## src/lut_dac_defines.svh

```systemverilog
`ifndef LUT_DAC_DEFINES_SVH
`define LUT_DAC_DEFINES_SVH

// register offsets within the second upper table
`define OFS_LUT_MODE_CONTROL      8'h80
`define OFS_TEMPERATURE_INDEX     8'h81
`define OFS_MODULATION_DAC_VALUE  8'h82
`define OFS_POWER_REF_DAC_VALUE   8'h83
`define OFS_VOLTAGE_INDEX         8'h84
`define OFS_VIDEO_GAIN_DAC_VALUE  8'h85
`define OFS_PART_IDENTIFIER       8'h86
`define OFS_PART_VERSION          8'h87

// mode register fields
`define MODE_EEPROM_COMMIT_BLOCK  7
`define MODE_VIDEO_DAC_AUTO       4
`define MODE_INDEX_AUTO           3
`define MODE_MODULATION_AUTO      2
`define MODE_POWER_REF_AUTO       1
`define MODE_BIAS_AUTO            0
`define MODE_WRITE_MASK           8'h9f

// reset values
`define RST_LUT_MODE_CONTROL      8'h1f
`define RST_REGISTER              8'h00

// index arithmetic
`define TEMP_INDEX_LOW_DEG        (-40)
`define TEMP_INDEX_HIGH_DEG       102
`define INDEX_OFFSET              8'h80
`define TEMP_INDEX_FLOOR          8'h00
`define TEMP_INDEX_CEIL           8'hc7
`define VOLT_INDEX_SHIFT          11
`define MOD_ADDR_LEAD             1'b1
`define APC_ADDR_LEAD             2'b10
`define VID_ADDR_LEAD             3'b100

`endif

```

## src/lut_dac_pkg.sv

```systemverilog
package lut_dac_pkg;

  // one byte access handed over by the two-wire slave
  typedef struct packed {
    logic       valid;
    logic       write;
    logic [7:0] addr;
    logic [7:0] wdata;
  } reg_access_s;

  // all state of the block
  typedef struct packed {
    logic [7:0] mode;
    logic [7:0] temp_index;
    logic [7:0] mod_reg;
    logic [7:0] apc_reg;
    logic [7:0] volt_index;
    logic [7:0] vid_reg;
    logic [7:0] mod_out;
    logic [7:0] apc_out;
    logic [7:0] vid_out;
    logic [7:0] bias_out;
    logic [7:0] bias_pend_val;
    logic [7:0] rd_data;
    logic       mod_pend;
    logic       apc_pend;
    logic       vid_pend;
    logic       bias_pend;
    logic       recall_t;
    logic       recall_v;
    logic       bias_alarm;
  } ctrl_state_s;

endpackage

```

## src/lut_dac_mode_control.sv

```systemverilog
`include "lut_dac_defines.svh"

// Operation
// - mode bit7 set suppresses EEPROM commits of shadowed bytes; clear allows them.
// - video auto off: video DAC host-writable, lookup recalls stop.
// - manually written DAC values reach the output only at bus STOP.
// - index auto off: indexes frozen, host writes them, recall after conversion.
// - modulation and power-reference registers update in the same cycle.
// - modulation auto off: host writes modulation DAC, recalls disabled.
// - power-reference auto off: host writes it, recalls disabled.
// - bias auto off: loop open, bias from manual value; else loop drives.
// - manual bias above ceiling is not applied and raises ceiling alarm.
// - bias readback shows only the value actually applied.
// - temperature index (T+40)/2+80h, clamped to 00h and C7h.
// - modulation address 1,idx[6:0]; power-reference address 1,0,idx[6:1].
// - index writes need level-two password and index auto off.
// - modulation register reloaded from lookup on every temperature conversion when auto.
// - voltage index is monitor four result / 800h + 80h.
// - single table address is 100 then voltage index bits 4..0.
// - double table address is 100, half select, voltage index bits 4..1.
// - video register reloaded on each monitor-four conversion when auto.
// - identification and version read-only, readable with level-two password.
module lut_dac_mode_control #(
  parameter logic [7:0] PART_ID      = 8'h5a, // arbitrary value
  parameter logic [7:0] PART_VERSION = 8'h01  // arbitrary value
) (
  input  wire logic                      clk,
  input  wire logic                      sys_rst,
  input  wire lut_dac_pkg::reg_access_s  acc,
  input  wire logic                      table_two_sel,
  input  wire logic                      level_two_password,
  input  wire logic                      stop_seen,
  output logic [7:0]                     rd_data,
  output logic                           eeprom_commit_allow,
  input  wire logic                      temp_done,
  input  wire logic [15:0]               temp_value,
  input  wire logic                      monitor_four_done,
  input  wire logic [15:0]               monitor_input_four,
  input  wire logic                      vid_double,
  input  wire logic                      vid_upper,
  output logic [7:0]                     mod_lut_addr,
  output logic [7:0]                     apc_lut_addr,
  output logic [7:0]                     vid_lut_addr,
  input  wire logic [7:0]                mod_lut_data,
  input  wire logic [7:0]                apc_lut_data,
  input  wire logic [7:0]                vid_lut_data,
  input  wire logic                      manual_bias_wr,
  input  wire logic [7:0]                manual_bias_value,
  input  wire logic [7:0]                bias_ceiling,
  input  wire logic [7:0]                loop_bias,
  output logic [7:0]                     modulation_dac,
  output logic [7:0]                     power_reference_dac,
  output logic [7:0]                     video_gain_dac,
  output logic [7:0]                     bias_dac,
  output logic [7:0]                     bias_readback,
  output logic                           bias_ceiling_alarm
);

  lut_dac_pkg::ctrl_state_s st;
  lut_dac_pkg::ctrl_state_s next_st;

  // temperature in whole degrees (upper byte) to lookup index
  function automatic logic [7:0] temp_to_index(input logic [15:0] t);
    logic signed [9:0] deg;
    logic [9:0]        sum;
    deg = 10'(signed'(t[15:8]));
    sum = 10'(deg - 10'(`TEMP_INDEX_LOW_DEG));
    if (deg < 10'(`TEMP_INDEX_LOW_DEG))
      return `TEMP_INDEX_FLOOR;
    else if (deg > 10'(`TEMP_INDEX_HIGH_DEG))
      return `TEMP_INDEX_CEIL;
    else
      return 8'(sum[9:1]) + `INDEX_OFFSET;
  endfunction

  // monitor four result to lookup index
  function automatic logic [7:0] volt_to_index(input logic [15:0] v);
    return 8'(v >> `VOLT_INDEX_SHIFT) + `INDEX_OFFSET;
  endfunction

  // host write to one offset inside this bank, gated by password
  function automatic logic wr_hit(input lut_dac_pkg::reg_access_s a,
                                  input logic sel, input logic pw,
                                  input logic [7:0] ofs);
    return a.valid && a.write && sel && pw && (a.addr == ofs);
  endfunction

  logic wr_mode;
  logic wr_tidx;
  logic wr_vidx;
  logic wr_mod;
  logic wr_apc;
  logic wr_vid;
  logic rd_hit;
  logic bias_over;

  // write decode with auto-bit gating
  always_comb begin
    wr_mode = wr_hit(acc, table_two_sel, level_two_password,
                     `OFS_LUT_MODE_CONTROL);
    wr_tidx = wr_hit(acc, table_two_sel, level_two_password,
                     `OFS_TEMPERATURE_INDEX)
              && !st.mode[`MODE_INDEX_AUTO];
    wr_vidx = wr_hit(acc, table_two_sel, level_two_password,
                     `OFS_VOLTAGE_INDEX)
              && !st.mode[`MODE_INDEX_AUTO];
    wr_mod  = wr_hit(acc, table_two_sel, level_two_password,
                     `OFS_MODULATION_DAC_VALUE)
              && !st.mode[`MODE_MODULATION_AUTO];
    wr_apc  = wr_hit(acc, table_two_sel, level_two_password,
                     `OFS_POWER_REF_DAC_VALUE)
              && !st.mode[`MODE_POWER_REF_AUTO];
    wr_vid  = wr_hit(acc, table_two_sel, level_two_password,
                     `OFS_VIDEO_GAIN_DAC_VALUE)
              && !st.mode[`MODE_VIDEO_DAC_AUTO];
    rd_hit  = acc.valid && !acc.write && table_two_sel;
    bias_over = manual_bias_value > bias_ceiling;
  end

  // next state
  always_comb begin
    next_st = st;
    next_st.recall_t = temp_done;
    next_st.recall_v = monitor_four_done;
    next_st.bias_alarm = 1'b0;

    if (wr_mode)
      next_st.mode = acc.wdata & `MODE_WRITE_MASK;

    // indexes: conversions in auto, host writes in manual
    if (st.mode[`MODE_INDEX_AUTO]) begin
      if (temp_done)
        next_st.temp_index = temp_to_index(temp_value);
      if (monitor_four_done)
        next_st.volt_index = volt_to_index(monitor_input_four);
    end else begin
      if (wr_tidx)
        next_st.temp_index = acc.wdata;
      if (wr_vidx)
        next_st.volt_index = acc.wdata;
    end

    // outputs follow pending manual values at the bus stop
    if (stop_seen) begin
      if (st.mod_pend) begin
        next_st.mod_out = st.mod_reg;
        next_st.mod_pend = 1'b0;
      end
      if (st.apc_pend) begin
        next_st.apc_out = st.apc_reg;
        next_st.apc_pend = 1'b0;
      end
      if (st.vid_pend) begin
        next_st.vid_out = st.vid_reg;
        next_st.vid_pend = 1'b0;
      end
      if (st.bias_pend) begin
        next_st.bias_out = st.bias_pend_val;
        next_st.bias_pend = 1'b0;
      end
    end

    // temperature recall: both registers in one cycle
    if (st.recall_t) begin
      if (st.mode[`MODE_MODULATION_AUTO]) begin
        next_st.mod_reg = mod_lut_data;
        next_st.mod_out = mod_lut_data;
      end
      if (st.mode[`MODE_POWER_REF_AUTO]) begin
        next_st.apc_reg = apc_lut_data;
        next_st.apc_out = apc_lut_data;
      end
    end

    // voltage recall
    if (st.recall_v && st.mode[`MODE_VIDEO_DAC_AUTO]) begin
      next_st.vid_reg = vid_lut_data;
      next_st.vid_out = vid_lut_data;
    end

    // manual DAC writes, held until the stop
    if (wr_mod) begin
      next_st.mod_reg = acc.wdata;
      next_st.mod_pend = 1'b1;
    end
    if (wr_apc) begin
      next_st.apc_reg = acc.wdata;
      next_st.apc_pend = 1'b1;
    end
    if (wr_vid) begin
      next_st.vid_reg = acc.wdata;
      next_st.vid_pend = 1'b1;
    end

    // bias: closed loop or checked manual value
    if (st.mode[`MODE_BIAS_AUTO]) begin
      next_st.bias_out = loop_bias;
      next_st.bias_pend = 1'b0;
    end else if (manual_bias_wr) begin
      if (bias_over) begin
        next_st.bias_alarm = 1'b1;
      end else begin
        next_st.bias_pend_val = manual_bias_value;
        next_st.bias_pend = 1'b1;
      end
    end

    // read data, zero without password or off the map
    next_st.rd_data = st.rd_data;
    if (rd_hit) begin
      if (!level_two_password)
        next_st.rd_data = `RST_REGISTER;
      else begin
        unique case (acc.addr)
          `OFS_LUT_MODE_CONTROL:     next_st.rd_data = st.mode;
          `OFS_TEMPERATURE_INDEX:    next_st.rd_data = st.temp_index;
          `OFS_MODULATION_DAC_VALUE: next_st.rd_data = st.mod_reg;
          `OFS_POWER_REF_DAC_VALUE:  next_st.rd_data = st.apc_reg;
          `OFS_VOLTAGE_INDEX:        next_st.rd_data = st.volt_index;
          `OFS_VIDEO_GAIN_DAC_VALUE: next_st.rd_data = st.vid_reg;
          `OFS_PART_IDENTIFIER:      next_st.rd_data = PART_ID;
          `OFS_PART_VERSION:         next_st.rd_data = PART_VERSION;
          default:                   next_st.rd_data = `RST_REGISTER;
        endcase
      end
    end
  end

  // state register
  always_ff @(posedge clk) begin
    if (sys_rst) begin
      st <= '0;
      st.mode <= `RST_LUT_MODE_CONTROL;
    end else begin
      st <= next_st;
    end
  end

  // lookup addresses from the index registers
  always_comb begin
    mod_lut_addr = {`MOD_ADDR_LEAD, st.temp_index[6:0]};
    apc_lut_addr = {`APC_ADDR_LEAD, st.temp_index[6:1]};
    if (vid_double)
      vid_lut_addr = {`VID_ADDR_LEAD, vid_upper, st.volt_index[4:1]};
    else
      vid_lut_addr = {`VID_ADDR_LEAD, st.volt_index[4:0]};
  end

  // outputs
  assign rd_data             = st.rd_data;
  assign eeprom_commit_allow = !st.mode[`MODE_EEPROM_COMMIT_BLOCK];
  assign modulation_dac      = st.mod_out;
  assign power_reference_dac = st.apc_out;
  assign video_gain_dac      = st.vid_out;
  assign bias_dac            = st.bias_out;
  assign bias_readback       = st.bias_out;
  assign bias_ceiling_alarm  = st.bias_alarm;
endmodule

```

## config.mk

```make
export PLATFORM = sky130hd
export DESIGN_NAME = lut_dac_mode_control
export DESIGN_NICKNAME = d
export VERILOG_FILES = /design/src/lut_dac_pkg.sv /design/src/lut_dac_mode_control.sv
export VERILOG_INCLUDE_DIRS = /design/src
export SDC_FILE = /design/constraint.sdc
export NUM_CORES = 1
export LEC_CHECK = 0
export BUFFER_PORTS_ARGS = -buffer_cell sky130_fd_sc_hd__buf_2
export CAP_MARGIN = 20
export CELL_PAD_IN_SITES_DETAIL_PLACEMENT = 1
export CELL_PAD_IN_SITES_GLOBAL_PLACEMENT = 1
export CORE_MARGIN = 10
export CORE_UTILIZATION = 40
export CTS_BUF_LIST = sky130_fd_sc_hd__clkbuf_4 sky130_fd_sc_hd__clkbuf_8 sky130_fd_sc_hd__clkbuf_16
export DETAILED_ROUTE_END_ITERATION = 16
export PLACE_DENSITY_LB_ADDON = 0.1
export SETUP_SLACK_MARGIN = 0.3
export SYNTH_ARGS = -nofsm -noshare
export SYNTH_HDL_FRONTEND = slang
export SYNTH_SLANG_ARGS = --single-unit
```

## constraint.sdc

```tcl
create_clock -name clk -period 6.5 [get_ports clk]
set_input_delay 1.3 -clock clk [delete_from_list [all_inputs] [get_ports clk]]
set_output_delay 1.3 -clock clk [all_outputs]
set_load 0.01 [all_outputs]
```

### Yosys cells after proc, flatten, opt, wreduce, memory -nomap -nowiden

Cells that the tools add are included.

* equality and inequality tests: 10
* multiplexer cells: 35
* add/subtract/negate cells: 3
* reductions and logical operators: 46
* bitwise logic cells: 3
* order comparisons: 3

Operators with widths (number)
* 8-bit 2-to-1 mux: 23
* 8-bit equality test, second input constant: 8
* 8-bit case mux with 8 select lines: 1
* 16-bit 2-to-1 mux: 2
* 32-bit 2-to-1 mux: 1
* 2-bit nonzero test: 14
* 1-bit logical AND: 17
* 2-bit AND reduction: 6
* 8-bit by 7-bit subtractor with 9-bit output, second input constant: 1
* 5-bit by 8-bit adder with 8-bit output, second input constant: 1
* 8-bit adder, second input constant: 1
* 8-bit greater-than comparator: 1
* 8-bit greater-than comparator, second input constant: 1
* 8-bit by 7-bit less-than comparator with 1-bit output, second input constant: 1
* 1-bit logical NOT: 6
* 1-bit 2-to-1 mux: 6
* 5-bit 2-to-1 mux: 1
* 4-bit 2-to-1 mux: 1
* 2-bit inequality test, second input constant: 2
* 1-bit NOT: 3
* 3-bit AND reduction: 1
* 3-bit OR reduction: 1
* 2-bit OR reduction: 1

* bits in registers: 101
* output and inout port bits: 74
* input bits: 108
* word-level logic and storage cells: 119

### Logic depth before layout (Yosys ltp)

Gate-level depths: netlist (run 1).

* word-level depth: 7
* mapped depth: 8
* gate-level depth less buffers: 7

### Least setup slack after synthesis (run 1)

No wires, ideal clock.

* kind: input port to flip-flop
* start: input acc[13] (netlist bit)
* end: register st[62] (netlist bit)
* buffers on the path: 2
* cell stages on the path: 7
* data arrival time: 3.264 ns
* data required time: 6.367 ns
* path slack: 3.103 ns
* setup time: 0.133 ns
* path through: or4b_4 or4b_4 or4_1 buf_2 buf_6 nor2_1 a211oi_2

* cells in the longest elaborated chain, start to end: 4
* elaborated cells between the ends (all ways): 5
* those cells by class: eq/ne: 1; mux: 1; reduce/logical: 3

Ends and longest elaborated chain
* from (decl): RTL line lut_dac_mode_control.sv:29 `input wire lut_dac_pkg::reg_access_s acc,`
* 8-bit equality test *: RTL line lut_dac_mode_control.sv:85 `return a.valid && a.write && sel && pw && (a.addr == ofs);`
* 1-bit logical AND *: RTL line lut_dac_mode_control.sv:85
* 1-bit logical AND *: RTL line lut_dac_mode_control.sv:113 `wr_vid = wr_hit(acc, table_two_sel, level_two_password,`
* 8-bit 2-to-1 mux / 2-bit nonzero test (equally long branches)
* to (signal assigned): RTL line lut_dac_mode_control.sv:235 `st <= next_st;`
* to (decl): RTL line lut_dac_mode_control.sv:59 `lut_dac_pkg::ctrl_state_s st;`

Mark *: on every way between the ends. The rest lies on a longest branch, timed or not.
A chain may end at the register's enable or synchronous reset.

### Final worst setup path (run 1)

* start: input acc[13] (netlist bit)
* end: register st[58] (netlist bit)

The elaborated chain is that of the path after synthesis.

==> results of run 1 <==
-- routing by layer --
layer  vias to the layer above  GRT usage, %  share of wire (%)
met5                         -             0                  0
met4                         0          3.82               0.84
met3                        14          5.50                6.1
met2                       145          31.6                 48
met1                      2463          24.4                 45
li1                       2443             -                  -
-- power breakdown --
group	internal, W	total [W]	switching, W
sequential	0.000646	0.000666	0.0000205
clock	0.000257	0.000499	0.000243
combinational	0.0000817	0.000199	0.000118
total	0.000984	0.00136	0.000381
-- layout by cell type (no fill, tap or decap), drive strengths merged, types with 7 or more instances in the layout --
cell      n
a21oi    56
a21bo     7
mux2i    17
a311oi   30
inv      16
dfxtp   101
nand2    76
nor2b    14
nand3    42
a211oi   13
buf     159
o21ai    17
ha        9
a22oi    21
nor2     68
clkbuf   10
nor3      7
-- through the flow --
stage / hold WS, ns / total power [W]
2_1_floorplan: 0.426 / 0.000814
3_3_place_gp: 0.436 / 0.000872
3_5_place_dp: 0.440 / 0.000880
4_1_cts: 0.455 / 0.00138
5_1_grt: 0.485 / 0.00143
6_report: 0.451 / 0.00136
-- logic make-up (layout without fill, tap and decap cells) --
| kind of cell | after synthesis | after routing | synth area share (%) |
|---|---|---|---|
| buffers and inverters | 125 | 191 | 13.3 |
| AND/OR/NAND/NOR | 232 | 232 | 19.0 |
| XOR/XNOR | 2 | 2 | 0.316 |
| adder cells (fa/ha/maj) | 9 | 9 | 2.03 |
| multiplexers | 28 | 28 | 6.52 |
| other | 2 | 6 | 0.135 |
| AO/OA/AOI/OAI | 171 | 171 | 22.3 |
| flip-flops | 101 | 101 | 36.5 |
-- worst paths after layout --
kind	to	slack [ns]	cells after the start
setup / recovery	st[58]	3.07	6
hold / removal	rd_data[0]	0.45	2
setup reg to reg	st[21]	4.39	4
hold reg to reg	rd_data[0]	0.45	2
-- registers in the layout (all words and copies together), names as in the netlist --
| signal | flops |
|---|---|
| st | 53 |
| mod_lut_addr | 1 |
| bias_dac | 8 |
| power_reference_dac | 8 |
| apc_lut_addr | 6 |
| video_gain_dac | 8 |
| modulation_dac | 8 |
| rd_data | 8 |
| bias_ceiling_alarm | 1 |
-- critical path: stages --
cell and delay (ns):
buf_2 0.09, or4b_4 0.58, or4b_4 0.59, or4_1 0.76, nor2_1 0.25, a211oi_2 0.07
-- layout make-up --
type	count	area share, %
clock buffer	9	3.64
inverter	16	0.972
multi-input combinational	448	45.3
clock inverter	6	0.668
sequential	101	32.7
tap	176	3.56
timing repair buffer	160	13.1
==> impl_results.md, run 1 <==
* H-tree levels at 3
* Clock-pin slew on the worst setup and hold paths at 0.07 ns
* Worst Setup SP: acc[13]
* CTS tree: yes
* Avg Cell Area, Syn at 8.27 um^2
* Clk Tree Root Cell: clkbuf_16
* Placed cells at 900
* Register area share after synthesis at 36.5%
* Worst clock skew at 0.0112 ns
* Worst Tran Pin Value at 0.930 ns
* DR vias at 5,065
* Synth cell count leaders: 101 x dfxtp_1, 76 x nand2_1, 68 x buf_4, 68 x nor2_1, 56 x a21oi_1
* Yosys reg bits at 101
* Drt pass-1 iters at 4
* Top fanout value on the critical path at 17
* Post CTS Setup Buffer Count at 0
* Register Area at 2020 um^2
* Area grow syn2layout at 11.5%
* Final setup viols at 0
* WL/cell at 20.1 um
* Total die area at 19,000 um^2
* CP endpoint kind: flip-flop
* Synthesized instance count at 670
* Post-synthesis instance area at 5540 um^2
* Leading area contributor after synthesis: dfxtp_1
* Clock sink count at 101
* Fin Setup TNS at 0 ns
* First-pass GRT wire length at 28,800 um
* Post-synth EDFFs at 0
* Post-synth top area share at 36.5%
* # IOs at 182
* Critical Path AT at 3.64 ns
* Max Clock Freq at 0.291 GHz
* ANT nets after route at 0
* Final non-filler cell area at 6180 um^2
* Clock Latency Late Sink at 0.36 ns
* Critical Path RT at 6.71 ns
* Final hold violations at 0
* Initial antenna violation count at 0
* # fillers at 1,667
* Pins Over Slew Limit at 0
* Top area cells in the synthesized netlist: dfxtp_1 36%, buf_4 9.2%, nand2_1 5.1%, a21oi_1 5.1%, a311oi_1 4.7%
* Power Density at 221 nW/um^2
* Hpwl dp at 14,100 um
* Reg2reg start: st[95]
* Largest net degree at the start of global routing at 65
* PortBufs at 156
* Layout cells sized above 1 at 27.7%
* Die Wd at 138 um
* Final setup margin at 3.07 ns
* Multi-input logic area at 2800 um^2
* Period utilization at 52.8%
* Diode count at 0
* Total wire length at 18,400 um
* Post-CTS Resized at 0
* Residual DRC at 0
* Library cells used by synthesis at 47
* Routability cong. at 0.800
* FFs w/ async S/R, synth at 0%
* Fin util at 46.1%
* Worst slack, placed at 2.59 ns
* HP Class: flip-flop to flip-flop
* Leakage at 2.57 nW
* Grt ovf at 0
* CTS Buf Count at 9
* Most numerous cell in the Yosys netlist: dfxtp_1
* CP Class: input port to flip-flop
* CTS max path bufs at 2
* Initial core utilization at 41.4%
* Vias per std cell at 5.53
* Die height at 138 um
* Crit path time final at 3.43 ns
* Max Cap Viol at 0
* Finished Layout Cells at 916
* Hold_buf cts at 0
* Yosys warns at 0
* CP Launch Type: input port
* Row Count at 42
* Synth Flop Type: dfxtp_1
* Max-slew headroom at 37.8%
* DR iter-0 viols at 263
* Vias in the first global route at 5,223
* Core outline area at 13,400 um^2
* All-layer global routing usage at 19.1%
* Status: completed
* VDD IR max at 0.000149 V
* Hold Startpoint: rd_data[0]
* RSZ-0062 raised after global routing: false
* Final #Nets at 853
* Placed cell areas at 5910 um^2
Power figures use the tool's default switching activity.
==> run 2, diff against run 1 <==
- CORE_UTILIZATION: 40 -> 37
- clock period: 6.5 -> 3.25 ns (I/O delays scaled with it)
==> impl_results.md, run 2 (synthesis gave the netlist of run 1 again) <==
* Status: completed
* DR iter-0 viols at 351 (+33%)
* CP endpoint kind: flip-flop
* Max-slew headroom at 37.8% (-0.043 points)
* Reg2reg start: st[98]
* Total Power at 0.00279 W (+100%)
* Final #Nets at 861 (+0.94%)
* HP Class: flip-flop to flip-flop
* CP Launch Type: input port
* Clock Latency Late Sink at 0.36 ns (about the same)
* Worst clock skew at 0.00599 ns (-0.00519 ns)
* Largest net degree at the start of global routing at 42 (-35%)
* Leakage at 2.62 nW (+2.0%)
* Total wire length at 19,000 um (+3.1%)
* VDD IR max at 0.000239 V (+60%)
* Hold WS at 0.455 ns (+0.00363 ns)
* Hold_buf cts at 0 (unchanged)
* Post-CTS Resized at 0 (unchanged)
* All-layer global routing usage at 18.2% (-0.98 points)
* Commonest non-fill, non-tap cell in the layout: buf_2
* ANT nets after route at 0 (unchanged)
* Period utilization at 78.5%
* Core outline area at 14,600 um^2 (+8.9%)
* Die Wd at 142 um (+3.4%)
* Residual DRC at 0 (unchanged)
* Worst Tran Pin Value at 0.933 ns (+0.00290 ns)
* CTS Buf Count at 9 (unchanged)
* Max Cap Viol at 0 (unchanged)
* Layout cells sized above 1 at 28.5% (+0.77 points)
* Post CTS Setup Buffer Count at 0 (unchanged)
* Routability cong. at 0.812 (+1.6%)
* Routed met1 length at 8430 um (+1.5%)
* Grt ovf at 0 (unchanged)
* Highest routed layer: met4
* # IOs at 182 (unchanged)
* Initial core utilization at 38.0% (-3.4 points)
* DR vias at 5,058 (-0.14%)
* Vias in the first global route at 5,292 (+1.3%)
* Fin Setup TNS at 0 ns (unchanged)
* Crit path time final at 2.55 ns
* CTS tree: yes
* Power Density at 446 nW/um^2 (+100%)
* H-tree levels at 3 (unchanged)
* Commonest non-fill, non-tap cells in the layout: 156 x buf_2, 101 x dfxtp_1, 76 x nand2_1
* Area grow syn2layout at 13.1%
* First-pass GRT wire length at 29,500 um (+2.7%)
* CTS max path bufs at 2 (unchanged)
* Hold Startpoint: rd_data[4]
* Fin util at 43.0% (-3.1 points)
* Max Clock Freq at 0.392 GHz
* Die height at 142 um (+3.4%)
* Hpwl dp at 14,600 um (+3.6%)
* Critical Path RT at 3.45 ns (-3.26 ns)
* Clk Tree Root Cell: clkbuf_16
* Worst Setup SP: acc[13]
* Drt pass-1 iters at 4 (unchanged)
* Critical Path AT at 2.75 ns (-0.89 ns)
* Largest register FFs at 53 (unchanged)
* Final setup viols at 0 (unchanged)
* CP Class: input port to flip-flop
* Initial antenna violation count at 0 (unchanged)
* Pins Over Slew Limit at 0 (unchanged)
* Final hold violations at 0 (unchanged)
* WL/cell at 20.4 um (+1.3%)
* Row Count at 44 (+4.8%)
* Met2 routed WL at 8950 um (+1.3%)
* RSZ-0062 raised after global routing: false
* Clock-pin slew on the worst setup and hold paths at 0.07 ns (about the same)
* Diode count at 0 (unchanged)
* DR WL met3 at 1320 um (+18%)
* Top fanout value on the critical path at 17 (unchanged)
* Total die area at 20,300 um^2 (+6.9%)
* Vias per std cell at 5.43 (-1.9%)
* Top reg by flops: st
* PortBufs at 156 (unchanged)
* Clock sink count at 101 (unchanged)
run 2: cell count changes in the layout (fill, tap and decap cells not counted):
cell        delta
clkbuf_4       -1
buf_4          +9
clkinvlp_4     -2
clkinv_4       +2
clkbuf_8       +2
clkinv_2       -2
run 2: metrics by stage:
step	worst slack (ns)	instance area, um^2	instances
floorplan	0.503	5560	674
global placement	0.366	5980	916
detailed placement	0.334	5980	917
CTS	0.706	6270	932
global route	0.616	6270	932
finish	0.700	6270	932
run 2: layout make-up:
cell class,count,area [um^2]
inverter,16,60.1
clock buffer,11,253
clock inverter,4,33.8
timing repair buffer,168,871
fill,1788,8320
sequential,101,2020
multi-input combinational,448,2800
tap,184,230
run 2: metal layers:
layer	track usage (%)	vias up
met1	23.8	2434
li1	-	2473
met3	4.14	20
met2	29.1	131
met4	5.43	0
met5	0	-
run 2: power by group:
group / switching [W] / internal, W
combinational: 0.000237 / 0.000167
clock: 0.000497 / 0.000562
sequential: 0.0000418 / 0.00129
run 2: worst paths after layout:
kind	cells past startpoint	slack [ns]	endpoint
max reg2reg	3	1.17	apc_lut_addr[2]
max	7	0.70	st[59]
min reg2reg	2	0.45	rd_data[4]
min	2	0.45	rd_data[4]
run 2: worst max-delay path, stage by stage:
cell	delay [ns]
buf_2	0.10
or4b_4	0.58
or4b_4	0.59
or4_1	0.41
buf_4	0.22
nor2_1	0.14
a211oi_2	0.06
